--- config.mk ---
export PLATFORM = sky130hd
export DESIGN_NAME = chpd_decoder
export DESIGN_NICKNAME = d
export VERILOG_FILES = /design/src/rtl/chpd_pkg.sv /design/src/rtl/chpd_sync.sv /design/src/rtl/chpd_decoder.sv
export SDC_FILE = /design/constraint.sdc
export NUM_CORES = 1
export LEC_CHECK = 0
export ABC_CLOCK_PERIOD_IN_PS = 1950
export BUFFER_PORTS_ARGS = -buffer_cell sky130_fd_sc_hd__buf_2
export CAP_MARGIN = 20
export CORE_ASPECT_RATIO = 0.9
export CORE_MARGIN = 2
export CORE_UTILIZATION = 40
export CTS_CLUSTER_SIZE = 10
export DETAILED_ROUTE_END_ITERATION = 16
export SLEW_MARGIN = 15
export SYNTH_ARGS = -nofsm -noshare
export SYNTH_HDL_FRONTEND = slang
export SYNTH_SLANG_ARGS = --single-unit
export TNS_END_PERCENT = 5
--- constraint.sdc ---
create_clock -name clk -period 1.95 [get_ports clk]
set_input_delay 0.195 -clock clk [delete_from_list [all_inputs] [get_ports clk]]
set_output_delay 0.195 -clock clk [all_outputs]
set_load 0.1 [all_outputs]
--- src/rtl/chpd_pkg.sv ---
// constants and types for the channel plan decoder
package chpd_pkg;
  // ==========================================================================
  // plan table encoding
  localparam int          SEL_W        = 4;
  localparam int          CH_W         = 3;
  localparam int          MASK_W       = 7;
  localparam logic [3:0]  POS_CUSTOM   = 4'h0;
  localparam logic [3:0]  POS_RSV_E    = 4'he;
  localparam logic [3:0]  POS_RSV_F    = 4'hf;
  localparam logic [3:0]  POS_SINGLE_LAST = 4'h6;
  localparam logic [2:0]  CH_NONE      = 3'h0;
  localparam logic [6:0]  MASK_NONE    = 7'h00;
  // mask bit n-1 stands for channel n
  localparam logic [2:0]  CH1 = 3'h1;
  localparam logic [2:0]  CH2 = 3'h2;
  localparam logic [2:0]  CH3 = 3'h3;
  localparam logic [2:0]  CH4 = 3'h4;
  localparam logic [2:0]  CH5 = 3'h5;
  localparam logic [2:0]  CH7 = 3'h7;
  localparam logic [6:0]  M_7 = 7'h09;  // ch 1,4
  localparam logic [6:0]  M_8 = 7'h50;  // ch 5,7
  localparam logic [6:0]  M_9 = 7'h24;  // ch 3,6
  localparam logic [6:0]  M_A = 7'h11;  // ch 1,5
  localparam logic [6:0]  M_B = 7'h22;  // ch 2,6
  localparam logic [6:0]  M_C = 7'h28;  // ch 4,6
  localparam logic [6:0]  M_D = 7'h45;  // ch 1,3,7
  // ==========================================================================
  // timing
  localparam int          CLK_MHZ      = 100;
  localparam int          DWELL_MS     = 500;
  localparam int          DWELL_CYC    = DWELL_MS * 1000 * CLK_MHZ;
  localparam int          CNT_W        = 26;
  localparam int          SEQ_W        = 5;
  typedef enum logic [1:0] {ST_IDLE, ST_SIGNAL, ST_OPERATE} chpd_state_type;
endpackage : chpd_pkg

--- src/rtl/chpd_sync.sv ---
// two-flop synchroniser, one per bit
`timescale 1ns/1ps
`default_nettype none
module chpd_sync #(
  parameter int W = 1
) (
  input  wire logic         clk,    // system clock
  input  wire logic         rst_n,  // sync reset, active low
  input  wire logic [W-1:0] d,      // asynchronous input
  output logic      [W-1:0] q       // synchronised output
);
  logic [W-1:0] meta_q;
  // ==========================================================================
  // per-bit stages
  genvar i;
  generate
    for (i = 0; i < W; i++) begin : g_bit
      always_ff @(posedge clk) begin
        if (!rst_n) begin
          meta_q[i] <= 1'b0;
          q[i]      <= 1'b0;
        end else begin
          meta_q[i] <= d[i];
          q[i]      <= meta_q[i];
        end
      end
    end
  endgenerate
endmodule : chpd_sync
`default_nettype wire

--- src/rtl/chpd_decoder.sv ---
// channel plan decoder: latches the rotary selector after reset
`timescale 1ns/1ps
`default_nettype none
// Contract
// - read a four-bit, sixteen-position selector as the plan choice.
// - selector changes take effect only through a reset.
// - positions 1-6 signal on channel 7, operate on the position's channel.
// - positions 7-9 signal on 2; operate 1+4, 5+7, 3+6.
// - A: 3 / 1+5; B: 4 / 2+6; C: 2 / 4+6; D: 5 / 1+3+7.
// - positions E and F are reserved and select no plan.
// - position zero selects the configured custom group with channel search.
// - call setup on signalling channel, dwell about 500 ms, then operate.
// - first chained unit sources timing; later units follow it.
// - linked transmitters switch tx/rx on the shared timing instant.
// - nonzero positions use the fixed table; only zero allows configured set.
module chpd_decoder #(
  parameter int DWELL_CYCLES = chpd_pkg::DWELL_CYC
) (
  input  wire logic       clk,            // 100 MHz system clock
  input  wire logic       rst_n,          // sync reset, active low
  input  wire logic [3:0] sel_pin,        // rotary selector, asynchronous
  input  wire logic       call_start,     // pulse: begin call setup
  input  wire logic       call_end,       // pulse: tear down call
  input  wire logic       chain_first,    // strap: this unit heads the sync chain
  input  wire logic       sync_in,        // timing reference from upstream unit
  input  wire logic       local_tick,     // own tx/rx frame tick, same clock
  output logic            sync_out,       // timing reference to downstream unit
  output logic            txrx_switch,    // pulse: switch tx/rx now
  output logic [2:0]      sig_chan,       // signalling channel index
  output logic [6:0]      op_mask,        // operating channel mask
  output logic            custom_grp,     // custom searched group active
  output logic            reserved_pos,   // reserved selector position
  output logic            plan_valid,     // plan latched after reset
  output logic            on_signal,      // dwelling on signalling channel
  output logic            on_operate,     // moved to operating channel
  output logic [2:0]      tune_chan       // channel currently tuned (0 = none, idle)
);
  // ==========================================================================
  // selector synchronisation
  logic [3:0] sel_s;
  logic       sync_s;
  chpd_sync #(.W(5)) u_sync (
    .clk   (clk),
    .rst_n (rst_n),
    .d     ({sync_in, sel_pin}),
    .q     ({sync_s, sel_s})
  );

  // ==========================================================================
  // capture once after reset release, after the synchroniser has settled
  logic [1:0] settle_q;
  logic       cap_q;
  logic [3:0] pos_q;
  wire        take = (settle_q == 2'h2) && !cap_q;

  always_ff @(posedge clk) begin
    if (!rst_n) begin
      settle_q <= 2'h0;
    end else if (settle_q != 2'h2) begin
      settle_q <= settle_q + 2'h1;
    end
  end

  // later selector moves are ignored until the next reset
  always_ff @(posedge clk) begin
    if (!rst_n) begin
      cap_q <= 1'b0;
      pos_q <= chpd_pkg::POS_CUSTOM;
    end else if (take) begin
      cap_q <= 1'b1;
      pos_q <= sel_s;
    end
  end

  // ==========================================================================
  // plan table
  logic [2:0] sig_d;
  logic [6:0] mask_d;
  wire        is_custom = (pos_q == chpd_pkg::POS_CUSTOM);
  wire        is_rsv    = (pos_q == chpd_pkg::POS_RSV_E) ||
                          (pos_q == chpd_pkg::POS_RSV_F);
  wire        is_single = !is_custom && (pos_q <= chpd_pkg::POS_SINGLE_LAST);
  wire [6:0]  single_mask = 7'(7'h01 << (pos_q[2:0] - 3'h1));

  always_comb begin
    sig_d  = chpd_pkg::CH_NONE;
    mask_d = chpd_pkg::MASK_NONE;
    case (pos_q)
      4'h7: begin sig_d = chpd_pkg::CH2; mask_d = chpd_pkg::M_7; end
      4'h8: begin sig_d = chpd_pkg::CH2; mask_d = chpd_pkg::M_8; end
      4'h9: begin sig_d = chpd_pkg::CH2; mask_d = chpd_pkg::M_9; end
      4'ha: begin sig_d = chpd_pkg::CH3; mask_d = chpd_pkg::M_A; end
      4'hb: begin sig_d = chpd_pkg::CH4; mask_d = chpd_pkg::M_B; end
      4'hc: begin sig_d = chpd_pkg::CH2; mask_d = chpd_pkg::M_C; end
      4'hd: begin sig_d = chpd_pkg::CH5; mask_d = chpd_pkg::M_D; end
      default: begin
        if (is_single) begin
          sig_d  = chpd_pkg::CH7;
          mask_d = single_mask;
        end
      end
    endcase
  end

  // fixed table for nonzero positions, custom group only at zero
  always_ff @(posedge clk) begin
    if (!rst_n) begin
      sig_chan     <= chpd_pkg::CH_NONE;
      op_mask      <= chpd_pkg::MASK_NONE;
      custom_grp   <= 1'b0;
      reserved_pos <= 1'b0;
      plan_valid   <= 1'b0;
    end else begin
      sig_chan     <= sig_d;
      op_mask      <= mask_d;
      custom_grp   <= cap_q && is_custom;
      reserved_pos <= cap_q && is_rsv;
      plan_valid   <= cap_q && !is_rsv;
    end
  end

  // ==========================================================================
  // call setup: dwell on signalling channel, then first operating channel
  chpd_pkg::chpd_state_type st_q, st_d;
  logic [chpd_pkg::CNT_W-1:0] dwell_q;
  logic [2:0]                 first_op;
  wire  dwell_done = (dwell_q == chpd_pkg::CNT_W'(DWELL_CYCLES - 1));
  wire  can_call   = plan_valid && !custom_grp;

  always_comb begin
    first_op = chpd_pkg::CH_NONE;
    for (int i = chpd_pkg::MASK_W - 1; i >= 0; i--) begin
      if (op_mask[i]) first_op = 3'(i + 1);
    end
  end

  always_comb begin
    st_d = st_q;
    case (st_q)
      chpd_pkg::ST_IDLE:    if (call_start && can_call) st_d = chpd_pkg::ST_SIGNAL;
      chpd_pkg::ST_SIGNAL:  if (call_end) st_d = chpd_pkg::ST_IDLE;
                            else if (dwell_done) st_d = chpd_pkg::ST_OPERATE;
      chpd_pkg::ST_OPERATE: if (call_end) st_d = chpd_pkg::ST_IDLE;
      default:              st_d = chpd_pkg::ST_IDLE;
    endcase
  end

  always_ff @(posedge clk) begin
    if (!rst_n) begin
      st_q    <= chpd_pkg::ST_IDLE;
      dwell_q <= '0;
    end else begin
      st_q    <= st_d;
      dwell_q <= (st_q == chpd_pkg::ST_SIGNAL && !dwell_done) ?
                 dwell_q + 1'b1 : '0;
    end
  end

  assign on_signal  = (st_q == chpd_pkg::ST_SIGNAL);
  assign on_operate = (st_q == chpd_pkg::ST_OPERATE);

  always_ff @(posedge clk) begin
    if (!rst_n) tune_chan <= chpd_pkg::CH_NONE;
    else        tune_chan <= (st_d == chpd_pkg::ST_SIGNAL) ? sig_chan :
                             (st_d == chpd_pkg::ST_OPERATE) ? first_op :
                             chpd_pkg::CH_NONE;
  end

  // ==========================================================================
  // co-location timing: head of chain sources, others follow upstream
  logic sync_prev_q;
  wire  ref_tick = chain_first ? local_tick : (sync_s && !sync_prev_q);

  always_ff @(posedge clk) begin
    if (!rst_n) begin
      sync_prev_q <= 1'b0;
      sync_out    <= 1'b0;
      txrx_switch <= 1'b0;
    end else begin
      sync_prev_q <= sync_s;
      sync_out    <= chain_first ? local_tick : sync_s;
      txrx_switch <= ref_tick;
    end
  end
endmodule : chpd_decoder
`default_nettype wire

* Word-level counts from Yosys, hierarchy flattened
Index checks and enable logic that the tools add are counted.
Word-level totals: flip-flop bits (word level) 64, input bits 11, output and inout port bits 20, logic and storage cells 85
Operators by class: add/subtract/negate cells 3, order comparisons 1, eq/ne operators 16, shift-type cells 1, multiplexer cells 20, reductions and logical operators 20
Operator list (number):
- $pmux 7 s7 | 1
- $eq 4x4->1 const B | 8
- $mux 3 | 10
- $add 26x1->26 const B | 1
- $eq 26x26->1 const B | 1
- $pmux 3 s4 | 1
- $logic_and 1x1->1 | 9
- $mux 2 | 4
- $mux 7 | 1
- $shl 1x3->7 const A | 1
- $eq 2x2->1 const B | 3
- $logic_not 1->1 | 6
- $pmux 2 s3 | 1
- $eq 2x1->1 const B | 2
- $eq 4x3->1 const B | 1
- $le 4x3->1 const B | 1
- $logic_not 4->1 | 1
- $reduce_or 4->1 | 1
- $sub 3x1->3 const B | 1
- $add 2x1->2 const B | 1
- $logic_not 2->1 | 1
- $mux 1 | 2
- $ne 2x2->1 const B | 1
- $reduce_and 2->1 | 1
- $logic_or 1x1->1 | 1

* Logic depth before layout (Yosys ltp)
depth in word-level cells 9, mapped depth 7

* Hierarchy
From an unflattened synthesis, not the netlist that was laid out.
Unflattened totals: cell total of the unflattened synthesis 285, area total of the unflattened synthesis 2575.0 µm²
By module, submodules not included:
- chpd_decoder | instances 1, cells each 265, area each 2312.2 µm²
- chpd_sync | instances 1, cells each 20, area each 262.8 µm²

* Worst setup path after synthesis
No wires, ideal clock.
kind register -> register, start reg op_mask[5], end reg tune_chan[0], setup time 0.119 ns, arrival 1.781 ns, data required time 1.831 ns, setup slack 0.050 ns, stages on the path, launching flop included 6, period minus slack after synthesis 1.900 ns, cells stage by stage dfxtp_1 inv_1 a21oi_1 nor3_1 a211o_1 a32o_1
Between the ends: cells in the longest elaborated chain, start to end 8
Ends and longest elaborated chain:
- start: declaration | line chpd_decoder.sv:30 | output logic [6:0] op_mask,
- start signal: assignment | line chpd_decoder.sv:109 | op_mask <= chpd_pkg::MASK_NONE;
- start signal: assignment | line chpd_decoder.sv:115 | op_mask <= mask_d;
- $mux 3 (6 in a row) | line chpd_decoder.sv:133 | if (op_mask[i]) first_op = 3'(i + 1);
- $mux 3 | line chpd_decoder.sv:165 | (st_d == chpd_pkg::ST_OPERATE) ? first_op :
- $mux 3 | line chpd_decoder.sv:164 | else tune_chan <= (st_d == chpd_pkg::ST_SIGNAL) ? sig_chan :
- end signal: assignment | line chpd_decoder.sv:163 | if (!rst_n) tune_chan <= chpd_pkg::CH_NONE;
- end signal: assignment | line chpd_decoder.sv:164
- end: declaration | line chpd_decoder.sv:36 | output logic [2:0] tune_chan
No other way between the ends. A chain may end at the register's enable or synchronous reset.

* Worst setup path in the final report
start reg dwell_q[1] (netlist name), end reg tune_chan[0]
Between the ends: cells in the longest elaborated chain, start to end 7, elaborated cells between the ends (all ways) 8, classes of those cells 3 x eq/ne; 5 x mux
Ends and longest elaborated chain:
- start: declaration | line chpd_decoder.sv:125 | logic [chpd_pkg::CNT_W-1:0] dwell_q;
- start signal: assignment | line chpd_decoder.sv:154 | dwell_q <= (st_q == chpd_pkg::ST_SIGNAL && !dwell_done) ?
- $eq 26x26->1 (*) | line chpd_decoder.sv:127 | wire dwell_done = (dwell_q == chpd_pkg::CNT_W'(DWELL_CYCLES - 1));
- $mux 2 (*) | line chpd_decoder.sv:142 | else if (dwell_done) st_d = chpd_pkg::ST_OPERATE;
- $mux 2 (*) | line chpd_decoder.sv:141 | chpd_pkg::ST_SIGNAL: if (call_end) st_d = chpd_pkg::ST_IDLE;
- $pmux 2 s3 (*) | line chpd_decoder.sv:139 | case (st_q)
- $eq 2x2->1 | line chpd_decoder.sv:165
- $mux 3 | line chpd_decoder.sv:165
- $mux 3 (*) | line chpd_decoder.sv:164
Mark *: on every way between the ends. The rest lies on a longest branch, timed or not.

==> impl_metrics.toml <==
[clocking]
h-tree-depth = 3
insertion_delay_ps = 350
cts.sinks = 64
cts_root_buf = "clkbuf_8"
numCtsBuffers = 9
postCtsSetupBuffers = 0
clock_path_buffers = 2
clkTransAtPathRegs_ps = 70
tritoncts = "yes"

[global_route]
grt_usage_pct = 15.54
grt_pass1_vias = 2038
antenna_found_initial = 0
grt_max_degree = 21
grt_pass1_wl_um = 8907
gr-total-overflow = 0

[run]
cap_violations = 0

[detailed_routing]
wl_per_cell_um = 11.69
detail-route-antenna-nets = 0
vias_per_cell = 4.852
drtPass1Iterations = 4
num_vias = 2096
drc = 0
drt-initial-drc-count = 68
drt-total-wl_um = 5050

[pwr]
power_mw = 3.132
p_per_area_nw_per_um2 = 960.2
p_leak_nw = 1.267
ir_worst_vdd_v = 0.0005464

[synth]
async_flop_share_pct = 0
synth-seq-cells = 64
syn_area_um2 = 2654
yosysTopAreaCell = "dfxtp_1"
ys_seq_area_share_pct = 48.28
synth_top_flop_cell = "dfxtp_1"
syn_nets = 307
synth_edf_count = 0
synth_top_area_share_pct = 48.28
yosys-top-cells-area = "dfxtp_1 (48%), nor2_1 (5.9%), xor2_1 (5.0%)"
yosysWarningCount = 0
syn_area_per_cell_um2 = 9.057
synthCells = 293
yosysUniqueCellTypes = 40

[timing]
worstMarginPinSlew_ps = 487.3
skew_ps = 7.804
fin_tns_setup_ps = 0
maxSlewHeadroom_pct = 67.74
drv_slew = 0
rsz0062_at_grt = "false"
setup_slack_ps = 98.35
final-hold-violation-count = 0
finalCriticalPeriod_ps = 1852
fmax_ghz = 0.5401
period_share_pct = 94.96
setup_violations = 0

[worst_setup_path]
startpoint = "dwell_q[1]$_SDFF_PN0_"
critical_path.max_stage_delay_ps = 390
r2r_start = "dwell_q[1]$_SDFF_PN0_"
critical_path_class = "reg -> reg"
critPathSlowestCell = "or3_4"
crit_family = "simple AND/OR/NAND/NOR gates"
crit_arrival_ps = 2090
critPathBufInv = 0
required_ps = 2190
crit_fanout = 4
path_cells = "ha_4 > nand3_2 > or2_1 > or3_4 > a31o_4 > a32o_1"
cp-start-kind = "flop"
end_kind = "flop"

[place]
port_buffers = 30
dp_hpwl_um = 3564
place.gp.congestion = 0.7920
place_area_um2 = 2985
pre_cts_slack_ps = 41.89

[floorplanning]
row_count = 28
io_pins = 31
fp.dieH_um = 81.27
die_w_um = 89.86
core_area_um2 = 6516
initial_core_util_pct = 40.73
dieArea_um2 = 7303

[finish]
mostFrequentLayoutCells = "dfxtp_1 (63), nor2_1 (42), buf_2 (30)"
fill_cells = 631
fin_util_pct = 50.06
num_antenna_cells = 0
drive_gt1_share_pct = 21.35
final_nets = 351
finalInstanceArea_um2 = 3262
final_common_cell = "dfxtp_1"
syn_to_final_growth_pct = 22.91

[status]
status = "complete, no violations"

[worst_hold_path]
worst_hold_path_type = "in -> reg"
hp-start = "sel_pin[0]"
flip-flops by register name (all words and copies together), names as in the netlist, 2 cells and up:
| name | count |
|---|---|
| dwell_q | 26 |
| op_mask | 7 |
| pos_q | 4 |
| settle_q | 2 |
| sig_chan | 3 |
| st_q | 2 |
| tune_chan | 3 |
| u_sync.meta_q | 5 |
| u_sync.q | 5 |
logic make-up after synthesis:
family	after synthesis	share of synthesized area, %
fa+ha+maj	3	1.415
flops	64	48.28
mux	4	1.509
simple gates	142	28.76
buf+inv	22	3.206
xor+xnor	25	8.251
compound gates	33	8.581
final timing paths:
check,endpoint,slack [ps],cells after the start
max reg2reg,tune_chan[0]$_SDFF_PN0_,100,6
min,u_sync.meta_q[0]$_SDFF_PN0_,50,2
max,tune_chan[0]$_SDFF_PN0_,100,6
min reg2reg,txrx_switch$_SDFF_PN0_,410,1
report_power, final:
part           internal [mW]  leakage [nW]  switching [mW]
sequential              1.36         0.519          0.0294
combinational          0.114         0.632           0.253
clock                  0.850         0.116           0.522
routing by layer:
layer | vias up | track usage, % | wire length [um]
met5 | - | 0 | 0
met4 | 0 | 8.462 | 120
met3 | 13 | 5.009 | 192
met2 | 30 | 26.97 | 2473
met1 | 970 | 17.31 | 2264
li1 | 1083 | - | -
through the flow:
| step | instances | hold WS (ps) |
|---|---|---|
| final | 432 | 45.73 |
| after global routing | 432 | 44.26 |
| after CTS | 432 | 35.29 |
| after detailed placement | 416 | 404.8 |
| after global placement | 416 | 402.3 |
| after floorplan | 293 | 322.3 |
layout make-up:
type	count	area, um2	share of cell area (%)
repair buffers	46	270.3	8.285
clock inverters	7	118.9	3.644
well taps	90	112.6	3.452
multi-input cells	207	1320	40.47
flip-flops and latches	64	1282	39.32
clock buffers	9	123.9	3.797
inverters	9	33.78	1.036
synthesized netlist by cell type (2+ instances only):
cell        n
a21boi_0    3
o21a_1      2
inv_1       9
xor2_1     15
o21ai_0    10
dfxtp_1    64
nand3_1    12
nand4_1    10
nand2b_1    5
mux2i_1     4
and4_1      3
a21oi_1     5
nand3b_1    3
nand2_1    16
nor4_1      3
and3_1      7
and2_1     18
o41ai_1     2
xnor2_1    10
nor2_1     42
nand3_2     2
ha_1        3
nor2b_1    10
o22ai_1     2
o2bb2ai_1   2
buf_2       2
clkbuf_1   11
nor3_1      5
a22oi_1     2
what timing repair did:
action	in CTS	in global routing
hold endpoints to repair	0	0
resized for setup	0	6
endpoints found under the setup margin	0	7
hold buffers	0	0
worst reg2reg max path, stage by stage (launching register included):
cell     delay, ps
dfxtp_1        380
ha_4           170
nand3_2         80
or2_1          260
or3_4          390
a31o_4         270
a32o_1         200
Note: power is estimated with default switching activity, not from simulation.
